## src/verilog/nvm_readback_pkg.sv

```systemverilog
// Package with constants and types shared by the read-back block and the core.
package nvm_readback_pkg;

  // ----------------------------------------------------------------------
  // Control register bit positions
  // ----------------------------------------------------------------------
  localparam int unsigned PROG_OP_EN_BIT   = 0;
  localparam int unsigned PAGE_ERASE_BIT   = 1;
  localparam int unsigned PAGE_WRITE_BIT   = 2;
  localparam int unsigned LOCK_FUSE_BIT    = 3;
  localparam int unsigned RWW_ENABLE_BIT   = 4;
  localparam int unsigned SIG_READ_BIT     = 5;
  localparam logic [7:0]  CTRL_RESET       = 8'h00;

  // ----------------------------------------------------------------------
  // Arming window lengths in CPU cycles
  // ----------------------------------------------------------------------
  localparam logic [2:0]  LOAD_WINDOW      = 3'h3;
  localparam logic [2:0]  STORE_WINDOW     = 3'h4;

  // ----------------------------------------------------------------------
  // Pointer addresses for special reads
  // ----------------------------------------------------------------------
  localparam logic [15:0] PTR_FUSE_LOW     = 16'h0000;
  localparam logic [15:0] PTR_LOCK         = 16'h0001;
  localparam logic [15:0] PTR_FUSE_EXT     = 16'h0002;
  localparam logic [15:0] PTR_FUSE_HIGH    = 16'h0003;
  localparam logic [15:0] PTR_SIG1         = 16'h0000;
  localparam logic [15:0] PTR_CAL          = 16'h0001;
  localparam logic [15:0] PTR_SIG2         = 16'h0002;
  localparam logic [15:0] PTR_SIG3         = 16'h0004;

  // ----------------------------------------------------------------------
  // Timing
  // ----------------------------------------------------------------------
  localparam int unsigned CLK_HZ           = 20_000_000;
  localparam int unsigned WRITE_TIME_MIN_US = 3700;
  localparam int unsigned WRITE_TIME_MAX_US = 4500;
  localparam int unsigned WRITE_TIME_CYCLES =
    (WRITE_TIME_MIN_US * (CLK_HZ / 1_000_000) +
     WRITE_TIME_MAX_US * (CLK_HZ / 1_000_000)) / 2;
  localparam int unsigned PTR_STEP         = 2;

  // Read-back mode of the block.
  typedef enum logic [2:0] {
    MODE_IDLE = 3'b001,
    MODE_LOCK = 3'b010,
    MODE_SIG  = 3'b100
  } mode_t;

endpackage

```

## src/verilog/nvm_readback_if.sv

```systemverilog
// Interface joining the CPU core end and the read-back block end.
`timescale 1ns/1ps
interface nvm_readback_if;
  logic        ctrl_wr;
  logic [7:0]  ctrl_wdata;
  logic [7:0]  ctrl_rdata;
  logic        load_req;
  logic        store_req;
  logic [15:0] pointer;
  logic [7:0]  load_data;
  logic        write_busy;
  logic        fetch_no_read_while_write_section_only;

  modport device (
    input  ctrl_wr, ctrl_wdata, load_req, store_req, pointer,
    output ctrl_rdata, load_data, write_busy, fetch_no_read_while_write_section_only
  );
  modport core (
    output ctrl_wr, ctrl_wdata, load_req, store_req, pointer,
    input  ctrl_rdata, load_data, write_busy, fetch_no_read_while_write_section_only
  );
endinterface

```

## src/verilog/nvm_write_timer.sv

```systemverilog
// Programming time counter for erase, write and lock-bit operations.
`timescale 1ns/1ps
module nvm_write_timer
  import nvm_readback_pkg::*;
#(
  parameter int unsigned CYCLES = WRITE_TIME_CYCLES
) (
  // Clock and reset
  input  wire logic clk_sys,
  input  wire logic sys_rst,
  // Control
  input  wire logic start,
  output logic      busy
);
  logic [19:0] count_q;
  logic        busy_q;
  logic        done;

  assign done = busy_q && (count_q == 20'h00001);
  assign busy = busy_q;

  // A reset does not abort a running write; only idle state is reset.
  // Busy is tested first, so an unknown busy bit at power-up falls
  // through to the reset branch instead of locking the timer up.
  always_ff @(posedge clk_sys) begin
    if (busy_q) begin
      count_q <= count_q - 20'h00001;
      if (done) begin
        busy_q <= 1'b0;
      end
    end else if (sys_rst) begin
      busy_q  <= 1'b0;
      count_q <= 20'h00000;
    end else if (start) begin
      busy_q  <= 1'b1;
      count_q <= 20'(CYCLES);
    end
  end
endmodule

```

## src/verilog/nvm_readback_device.sv

```systemverilog
// Read-back block: arming window, special reads and write timing.
`timescale 1ns/1ps
module nvm_readback_device
  import nvm_readback_pkg::*;
#(
  parameter int unsigned WRITE_CYCLES = WRITE_TIME_CYCLES
) (
  // Clock and reset
  input  wire logic             clk_sys,
  input  wire logic             sys_rst,
  // Core side
  nvm_readback_if.device        bus,
  // Non-volatile array contents (lock and fuse bits stored as one when programmed) and EEPROM busy flag
  input  wire logic [7:0]       lock_programmed,
  input  wire logic [7:0]       fuse_low_programmed,
  input  wire logic [7:0]       fuse_high_programmed,
  input  wire logic [7:0]       fuse_ext_programmed,
  input  wire logic [7:0]       sig_byte1,
  input  wire logic [7:0]       sig_byte2,
  input  wire logic [7:0]       sig_byte3,
  input  wire logic [7:0]       osc_cal_byte,
  input  wire logic [7:0]       program_mem_data,
  input  wire logic             eeprom_write_busy_flag,
  // Array control
  output logic                  nvm_op_start
);
  // ----------------------------------------------------------------------
  // State
  // ----------------------------------------------------------------------
  mode_t       mode_q;
  mode_t       mode_d;
  logic [7:0]  ctrl_q;
  logic [7:0]  ctrl_d;
  logic [2:0]  age_q;
  logic [2:0]  age_d;
  logic [7:0]  load_data_q;
  logic [7:0]  load_data_d;
  logic        start_q;
  logic        timer_busy;

  // ----------------------------------------------------------------------
  // Decoding
  // ----------------------------------------------------------------------
  wire logic ctrl_accept;
  wire logic arm_lock;
  wire logic arm_sig;
  wire logic lock_load;
  wire logic sig_load;
  wire logic prog_store;
  wire logic load_timeout;
  wire logic store_timeout;
  wire logic [7:0] lock_value;
  wire logic [7:0] sig_value;

  // Window test shared by loads, stores and timeouts; the age saturates
  // at seven, so a stale arming can never wrap back into a window.
  function automatic logic in_window(input logic [2:0] age,
                                     input logic [2:0] limit);
    in_window = (age < limit);
  endfunction

  // Programming and fuse reads are refused while the EEPROM writes.
  assign ctrl_accept = bus.ctrl_wr && !eeprom_write_busy_flag;

  // Arming codes carried by a control write.
  assign arm_lock  = bus.ctrl_wdata[LOCK_FUSE_BIT] &&
                     bus.ctrl_wdata[PROG_OP_EN_BIT];
  assign arm_sig   = bus.ctrl_wdata[SIG_READ_BIT] &&
                     bus.ctrl_wdata[PROG_OP_EN_BIT];

  // Loads and stores that fall inside their arming window.
  assign lock_load = (mode_q == MODE_LOCK) && bus.load_req &&
                     in_window(age_q, LOAD_WINDOW);
  assign sig_load  = (mode_q == MODE_SIG) && bus.load_req &&
                     in_window(age_q, LOAD_WINDOW);
  assign prog_store = ctrl_q[PROG_OP_EN_BIT] && (mode_q != MODE_SIG) &&
                      bus.store_req && in_window(age_q, STORE_WINDOW) &&
                      !timer_busy;

  // Timeouts; lock mode waits out the longer store window before it ends.
  assign load_timeout  = !in_window(age_q, LOAD_WINDOW);
  assign store_timeout = !in_window(age_q, STORE_WINDOW);

  // Stored bits are one when programmed, so invert for read-back.
  function automatic logic [7:0] fuse_read(input logic [7:0] programmed);
    fuse_read = ~programmed;
  endfunction

  // Lock/fuse selection by pointer; other pointers return all ones.
  assign lock_value =
    (bus.pointer == PTR_LOCK)      ? fuse_read(lock_programmed) :
    (bus.pointer == PTR_FUSE_LOW)  ? fuse_read(fuse_low_programmed) :
    (bus.pointer == PTR_FUSE_HIGH) ? fuse_read(fuse_high_programmed) :
    (bus.pointer == PTR_FUSE_EXT)  ? fuse_read(fuse_ext_programmed) :
    8'hff;

  // Reserved signature pointers return zero; software must avoid them.
  assign sig_value =
    (bus.pointer == PTR_SIG1) ? sig_byte1 :
    (bus.pointer == PTR_CAL)  ? osc_cal_byte :
    (bus.pointer == PTR_SIG2) ? sig_byte2 :
    (bus.pointer == PTR_SIG3) ? sig_byte3 :
    8'h00;

  // ----------------------------------------------------------------------
  // Next state
  // ----------------------------------------------------------------------
  // Mode, window age and load result; a control write in the same cycle
  // wins over any clear, so software never loses a fresh arming.
  always_comb begin
    mode_d      = mode_q;
    ctrl_d      = ctrl_q;
    age_d       = (age_q == 3'h7) ? age_q : age_q + 3'h1;
    load_data_d = load_data_q;
    if (lock_load) begin
      load_data_d = lock_value;
    end else if (sig_load) begin
      load_data_d = sig_value;
    end else if (bus.load_req) begin
      load_data_d = program_mem_data;
    end
    case (mode_q)
      MODE_LOCK: begin
        if (lock_load || prog_store || (load_timeout && store_timeout)) begin
          mode_d = MODE_IDLE;
          ctrl_d = CTRL_RESET;
        end
      end
      MODE_SIG: begin
        if (sig_load || load_timeout) begin
          mode_d = MODE_IDLE;
          ctrl_d = CTRL_RESET;
        end
      end
      default: begin
        if (ctrl_q[PROG_OP_EN_BIT] && (prog_store || store_timeout)) begin
          ctrl_d = CTRL_RESET;
        end
      end
    endcase
    if (ctrl_accept) begin
      ctrl_d = bus.ctrl_wdata;
      age_d  = 3'h0;
      mode_d = arm_sig ? MODE_SIG : (arm_lock ? MODE_LOCK : MODE_IDLE);
    end
  end

  // ----------------------------------------------------------------------
  // Registers
  // ----------------------------------------------------------------------
  // All state restarts on reset; the write timer below deliberately not.
  always_ff @(posedge clk_sys) begin
    if (sys_rst) begin
      mode_q      <= MODE_IDLE;
      ctrl_q      <= CTRL_RESET;
      age_q       <= 3'h7;
      load_data_q <= 8'h00;
      start_q     <= 1'b0;
    end else begin
      mode_q      <= mode_d;
      ctrl_q      <= ctrl_d;
      age_q       <= age_d;
      load_data_q <= load_data_d;
      start_q     <= prog_store && !eeprom_write_busy_flag &&
                     (ctrl_q[PAGE_ERASE_BIT] || ctrl_q[PAGE_WRITE_BIT] ||
                      mode_q == MODE_LOCK);
    end
  end

  // ----------------------------------------------------------------------
  // Programming timer
  // ----------------------------------------------------------------------
  nvm_write_timer #(
    .CYCLES (WRITE_CYCLES)
  ) u_timer (
    .clk_sys (clk_sys),
    .sys_rst (sys_rst),
    .start   (start_q),
    .busy    (timer_busy)
  );

  // Outputs; busy also keeps fetches in the safe section.
  assign bus.load_data       = load_data_q;
  assign bus.ctrl_rdata      = {ctrl_q[7:1], timer_busy | ctrl_q[0]};
  assign bus.write_busy      = timer_busy;
  assign bus.fetch_no_read_while_write_section_only = timer_busy;
  assign nvm_op_start        = start_q;
endmodule

```

## src/flat_wrapper.sv

```systemverilog
// flat-port wrapper written by rule: the top's interface ports become plain ports
module nvm_readback_device_flat import nvm_readback_pkg::*;
#(
  parameter int unsigned WRITE_CYCLES = WRITE_TIME_CYCLES
)
  (clk_sys, sys_rst, lock_programmed, fuse_low_programmed, fuse_high_programmed, fuse_ext_programmed, sig_byte1, sig_byte2, sig_byte3, osc_cal_byte, program_mem_data, eeprom_write_busy_flag, nvm_op_start, bus_ctrl_wr, bus_ctrl_wdata, bus_load_req, bus_store_req, bus_pointer, bus_ctrl_rdata, bus_load_data, bus_write_busy, bus_fetch_no_read_while_write_section_only);
  nvm_readback_if bus_i ();
  input  wire logic clk_sys;
  input  wire logic sys_rst;
  input  wire logic [7:0] lock_programmed;
  input  wire logic [7:0] fuse_low_programmed;
  input  wire logic [7:0] fuse_high_programmed;
  input  wire logic [7:0] fuse_ext_programmed;
  input  wire logic [7:0] sig_byte1;
  input  wire logic [7:0] sig_byte2;
  input  wire logic [7:0] sig_byte3;
  input  wire logic [7:0] osc_cal_byte;
  input  wire logic [7:0] program_mem_data;
  input  wire logic eeprom_write_busy_flag;
  output logic nvm_op_start;
  input wire logic [$bits(bus_i.ctrl_wr)-1:0] bus_ctrl_wr;
  input wire logic [$bits(bus_i.ctrl_wdata)-1:0] bus_ctrl_wdata;
  input wire logic [$bits(bus_i.load_req)-1:0] bus_load_req;
  input wire logic [$bits(bus_i.store_req)-1:0] bus_store_req;
  input wire logic [$bits(bus_i.pointer)-1:0] bus_pointer;
  output wire logic [$bits(bus_i.ctrl_rdata)-1:0] bus_ctrl_rdata;
  output wire logic [$bits(bus_i.load_data)-1:0] bus_load_data;
  output wire logic [$bits(bus_i.write_busy)-1:0] bus_write_busy;
  output wire logic [$bits(bus_i.fetch_no_read_while_write_section_only)-1:0] bus_fetch_no_read_while_write_section_only;
  assign bus_i.ctrl_wr = bus_ctrl_wr;
  assign bus_i.ctrl_wdata = bus_ctrl_wdata;
  assign bus_i.load_req = bus_load_req;
  assign bus_i.store_req = bus_store_req;
  assign bus_i.pointer = bus_pointer;
  assign bus_ctrl_rdata = bus_i.ctrl_rdata;
  assign bus_load_data = bus_i.load_data;
  assign bus_write_busy = bus_i.write_busy;
  assign bus_fetch_no_read_while_write_section_only = bus_i.fetch_no_read_while_write_section_only;
  nvm_readback_device #(.WRITE_CYCLES(WRITE_CYCLES)) u_core (.clk_sys(clk_sys), .sys_rst(sys_rst), .bus(bus_i), .lock_programmed(lock_programmed), .fuse_low_programmed(fuse_low_programmed), .fuse_high_programmed(fuse_high_programmed), .fuse_ext_programmed(fuse_ext_programmed), .sig_byte1(sig_byte1), .sig_byte2(sig_byte2), .sig_byte3(sig_byte3), .osc_cal_byte(osc_cal_byte), .program_mem_data(program_mem_data), .eeprom_write_busy_flag(eeprom_write_busy_flag), .nvm_op_start(nvm_op_start));
endmodule
```

## config.mk

```make
export PLATFORM = sky130hd
export DESIGN_NAME = nvm_readback_device_flat
export DESIGN_NICKNAME = d
export VERILOG_FILES = /design/src/verilog/nvm_readback_pkg.sv /design/src/verilog/nvm_readback_if.sv /design/src/verilog/nvm_write_timer.sv /design/src/verilog/nvm_readback_device.sv /design/src/flat_wrapper.sv
export SDC_FILE = /design/constraint.sdc
export NUM_CORES = 1
export LEC_CHECK = 0
export BUFFER_PORTS_ARGS = -buffer_cell sky130_fd_sc_hd__buf_2
export CELL_PAD_IN_SITES_DETAIL_PLACEMENT = 0
export CELL_PAD_IN_SITES_GLOBAL_PLACEMENT = 1
export CORE_MARGIN = 4
export CORE_UTILIZATION = 33
export DETAILED_ROUTE_END_ITERATION = 10
export PLACE_DENSITY_LB_ADDON = 0.1
export RECOVER_POWER = 25
export SLEW_MARGIN = 20
export SYNTH_ARGS = -nofsm -noshare
export SYNTH_HDL_FRONTEND = slang
export SYNTH_SLANG_ARGS = --single-unit
export TNS_END_PERCENT = 100
```

## constraint.sdc

```tcl
create_clock -name clk_sys -period 2 [get_ports clk_sys]
set_input_delay 0.1 -clock clk_sys [delete_from_list [all_inputs] [get_ports clk_sys]]
set_output_delay 0.1 -clock clk_sys [all_outputs]
set_load 0.02 [all_outputs]
```

=== Word-level counts from Yosys, hierarchy flattened ===
Index checks and enable logic that the tools add are counted.

* $add $sub $neg: 2
* Multipliers: 0
* Div/mod/pow operators: 0
* Order comparisons: 2
* Eq/ne operators: 12
* Shifts and indexed selects: 0
* Multiplexer cells: 31
* Bitwise gates (word level): 5
* Reductions and logical operators: 33

{| class="wikitable"
|+ Operator list
! kind !! number
|-
| 2-to-1 mux 8 bit || 15
|-
| 2-to-1 mux 20 bit || 3
|-
| equality test 16 x 2 -> 1 bit, second input constant || 2
|-
| NOT 8 bit || 4
|-
| equality test 20 x 1 -> 1 bit, second input constant || 1
|-
| subtractor 20 x 1 -> 20 bit, second input constant || 1
|-
| 2-to-1 mux 3 bit || 6
|-
| equality test 16 x 1 -> 1 bit, second input constant || 1
|-
| equality test 16 x 3 -> 1 bit, second input constant || 1
|-
| logical AND 1 bit || 16
|-
| logical NOT 16 bit || 1
|-
| case mux 8 bit (2 select lines) || 1
|-
| nonzero test 3 bit || 3
|-
| equality test 3 bit, second input constant || 2
|-
| logical OR 1 bit || 6
|-
| != test 3 x 2 -> 1 bit, second input constant || 2
|-
| case mux 3 bit (2 select lines) || 1
|-
| AND reduction 3 bit || 2
|-
| logical NOT 1 bit || 4
|-
| 2-to-1 mux 1 bit || 4
|-
| nonzero test 4 bit || 1
|-
| adder 3 x 1 -> 3 bit, second input constant || 1
|-
| equality test 3 x 2 -> 1 bit, second input constant || 1
|-
| < comparator 3 x 2 -> 1 bit, second input constant || 1
|-
| other kinds (5) || 5
|}

* Bits in registers: 44
* Bits in latches: 0
* Bits in writable memories: 0
* ROM bits: 0
* Input port bits: 102
* Word-level logic and storage cells: 92
* Memories kept: 0

=== Longest topological paths before layout ===
* Word-level depth: 10
* Mapped depth: 7
* Gate-level depth less buffers: 6

=== By module ===
A second synthesis with hierarchy kept.

* Cell total of the unflattened synthesis: 299
* Area total of the unflattened synthesis: 2,937.8 um^2

{| class="wikitable"
|+ By module, submodules not included
! module !! times used !! cells an instance !! area each (um^2) !! seq. area each (um^2)
|-
| nvm_readback_device || 1 || 189 || 1,697.9 || 460.4
|-
| nvm_write_timer || 1 || 110 || 1,239.9 || 620.6
|}

=== Worst setup path after synthesis ===
Ideal clock, no wire load.

* Kind: register -> register
* Start point: register u_core.u_timer.count_q[10]
* End point: register u_core.u_timer.count_q[15], data pin
* Setup time: 255 ps
* Data arrival time: 1,611 ps
* Setup slack: 134 ps
* Stages on the path, launching flop included: 6
* Period minus slack after synthesis: 1,866 ps
* Cells stage by stage: edfxtp_1 > or4_4 > nor3_4 > nor3b_2 > xor2_1 > and2_1

* Cells in the longest elaborated chain, start to end: 2

{| class="wikitable"
|+ Ends and longest elaborated chain
! element !! line !! text
|-
| from (decl) || nvm_write_timer.sv:15 || <nowiki>logic [19:0] count_q;</nowiki>
|-
| from (signal assigned) || nvm_write_timer.sv:27 || <nowiki>count_q <= count_q - 20'h00001;</nowiki>
|-
| from (signal assigned) || nvm_write_timer.sv:36 || <nowiki>count_q <= 20'(CYCLES);</nowiki>
|-
| subtractor 20 x 1 -> 20 bit || nvm_write_timer.sv:27 ||
|-
| 2-to-1 mux 20 bit || nvm_write_timer.sv:26 || <nowiki>if (busy_q) begin</nowiki>
|}

Every way passes these cells.
A chain may end at the register's enable or synchronous reset.

=== Final worst setup path ===
Same ends and word-level chain as after synthesis.

==> metrics.cfg <==
[status]
status = completed

[floorplan]
rows = 34
die_h_um = 104.1
start_util_pct = 34.47
die_w_um = 104.1
ios = 121
fp.coreArea_um2 = 8848
dieArea_um2 = 10850

[cells_and_area]
n_fill_cell = 906
layoutNonFillerInstCount = 525
fin_nets = 522
area_growth_pct = 26.87
antenna_cells = 0
drive_above_1_share_pct = 39.57

[critical_path]
required_ns = 2.06
slowest_stage = or4_4
crit-reg2reg-launch = u_core.u_timer.count_q[10]
worstSetupStartpointType = flip-flop
crit_path_end_kind = flip-flop
critPathKind = flip-flop to flip-flop
critPathMaxStageDelay_ns = 0.57
path_cells = or4_4 > nor3_4 > nor3b_2 > xor2_1 > and2_1
reg2regPathDepth = 5
rrSetupSlack_ns = 0.08
cp_max_fo = 8
crit_cells = 5
r2r_end = u_core.u_timer.count_q[15]
crit_family = simple AND/OR/NAND/NOR gates
path_buf_inv = 0
arrival_ns = 1.97

[placed_design]
gp_congestion = 0.7748
dpl.hpwl_um = 6721
port_buffers = 120
place_inst = 513
pre_cts_slack_ns = 0.08923

[synthesis]
synthXorXnorAreaFrac_pct = 4.307
ys_seq_area_share_pct = 35.44
synth-warning-count = 0
syn_area_um2 = 3050
synth.distinct_cells = 56
synthAdderAreaFrac_pct = 1.641
synth_fp_nets = 403
synth-edff-count = 20
synth.top_cells.by_count = a21oi_1, dfxtp_1, edfxtp_1
synth_area_per_cell_um2 = 10.27
yosysTopAreaCellShare_pct = 19.69
synthMuxAreaShare_pct = 6.563
synthCells = 297
synth_flop_cell = dfxtp_1
yosysMostFrequentCell = a21oi_1
ys_ff_latch = 44
synth_top_family_by_area = simple AND/OR/NAND/NOR gates
async_flop_share_pct = 0
synth_area_leaders = edfxtp_1, dfxtp_1, mux4_2
synth.largest_area_cell = edfxtp_1
synth_compound_gate_area_share_pct = 19.57
synth-simple-area-share_pct = 26.09

[worst_hold_path]
holdPathEnd = u_core.ctrl_q[7]
hold_start = bus_ctrl_wdata[7]
hold_path_class = input port to flip-flop
worstHoldPathCells = 2

[cts]
clk_pin_slew_ns = 0.08
root_buffer = clkbuf_8
htreeDepth = 2
cts_sinks = 44
cts_tree = done
clk_latency_ns = 0.29
numCtsBuffers = 5
cts_buffer_depth = 2

[timing]
fin_ws_ns = 0.08496
rsz0062_at_grt = true
finalCritPeriodShare_pct = 95.75
tns_ns = 0
hold_viol_final = 0
timing.fmax_mhz = 522.2
tightest_slew_ns = 0.5257
slew_viol_final = 0
slew_headroom_pct = 64.88
timing.final.crit_period_ns = 1.915
clock_skew_ns = 0.006640
finalSetupViolCount = 0

[route]
vias = 2729
ant_nets = 0
drtIter0Drc = 117
drc = 0
routed_via_density = 5.198
wl_per_cell_um = 16.13
dr.pass1.iters = 4
wl_um = 8466

[power_and_ir_drop]
p_per_area_nw_per_um2 = 565.2
vdd_drop_max_mv = 0.2669
leakage_nw = 1.584
p_total_mw = 2.187

[global_routing]
grt_max_degree = 29
grt_antenna_before_repair = 1
overflow = 0
grt_pass1_wl_um = 13770
grt_pass1_vias = 2756
track_usage_pct = 15.41

[job]
maxCapViolCount = 0

-- worst max path at each step --
| stage | endpoint | slack, ns | from |
|---|---|---|---|
| 4_1_cts | u_core.u_timer.count_q[11] | 0.07 | u_core.u_timer.count_q[3] |
| 5_1_grt | u_core.u_timer.count_q[15] | -0.02 | u_core.u_timer.count_q[10] |
| 3_5_place_dp | u_core.u_timer.count_q[15] | 0.09 | u_core.u_timer.count_q[10] |
| 6_report | u_core.u_timer.count_q[15] | 0.08 | u_core.u_timer.count_q[10] |
| 3_3_place_gp | u_core.u_timer.count_q[15] | 0.10 | u_core.u_timer.count_q[11] |
| 2_1_floorplan | u_core.u_timer.count_q[15] | 0.13 | u_core.u_timer.count_q[10] |
-- metal layers --
layer / up-vias / GRT usage [%] / wire length [um]
met5: - / 0 / 7
met4: 2 / 3.989 / 70
met3: 9 / 3.849 / 532
met2: 96 / 25.12 / 4088
met1: 1269 / 20.38 / 3767
li1: 1353 / - / -
-- report_power, final --
part	internal [mW]	switching, mW
clock	0.245	0.303
sequential	1.01	0.0736
combinational	0.282	0.271
-- final cells by class --
| class | count | area [um^2] | share of cell area, % |
|---|---|---|---|
| clock buffer | 6 | 72.57 | 1.875 |
| tap | 108 | 135.1 | 3.492 |
| multi-input combinational | 216 | 1785 | 46.14 |
| sequential | 44 | 1081 | 27.93 |
| timing repair buffer | 136 | 735.7 | 19.01 |
| inverter | 13 | 48.80 | 1.261 |
| clock inverter | 2 | 11.26 | 0.2910 |
-- what timing repair did --
action	in CTS	in global routing
buffers inserted	0	0
endpoints found under the setup margin	0	4
hold buffers	2	2
endpoints found under the hold margin	2	2
gates resized for setup	0	2
-- placed cells by master (no fill, tap or decap), types with 6 or more instances in the layout --
cell type | synthesis | routed
a211oi_1 | 8 | 8
a21oi_1 | 26 | 26
a221o_1 | 8 | 8
a22o_1 | 8 | 8
and2_1 | 11 | 11
buf_2 | 3 | 104
buf_4 | 10 | 10
clkbuf_1 | 8 | 17
dfxtp_1 | 24 | 24
edfxtp_1 | 20 | 20
inv_1 | 13 | 13
mux4_2 | 8 | 8
nand2_1 | 7 | 7
nand3_1 | 6 | 6
nor2_1 | 9 | 9
nor2b_1 | 9 | 9
nor2b_2 | 6 | 6
nor3_1 | 12 | 12
nor4_2 | 9 | 10
o21a_1 | 8 | 8
o21bai_1 | 11 | 11
xnor2_1 | 6 | 6
xor2_1 | 9 | 9
-- worst reg2reg max path: stages, from the launching register on --
cell and delay [ns]:
edfxtp_1 0.39, or4_4 0.57, nor3_4 0.26, nor3b_2 0.24, xor2_1 0.08, and2_1 0.15
-- registers in the layout (all words and copies together), names as in the netlist --
| register | count |
|---|---|
| u_core.u_timer.busy | 1 |
| u_core.u_timer.count_q | 20 |
| u_core.mode_q | 3 |
| u_core.age_q | 3 |
| u_core.nvm_op_start | 1 |
| u_core.bus.load_data | 8 |
| u_core.ctrl_q | 8 |
-- through the flow --
step	hold WS, ns	util [%]	area (um^2)
floorplan	0.1785	-	3050
global placement	0.2875	42.44	3755
detailed placement	0.2887	42.44	3755
CTS	0.0002244	43.61	3859
global route	0.0007349	43.74	3870
finish	0.01158	43.74	3870
-- kinds of logic (layout without fill, tap and decap cells) --
group                      after synthesis  in the layout
AOI/OAI and AO/OA                       83             83
xor gates and xnor gates                15             15
adders and majority gates                4              4
buffers and inverters                   37            157
DFF                                     44             44
muxes                                   10             10
and+or+nand+nor                        104            104
Power figures use the tool's default switching activity.
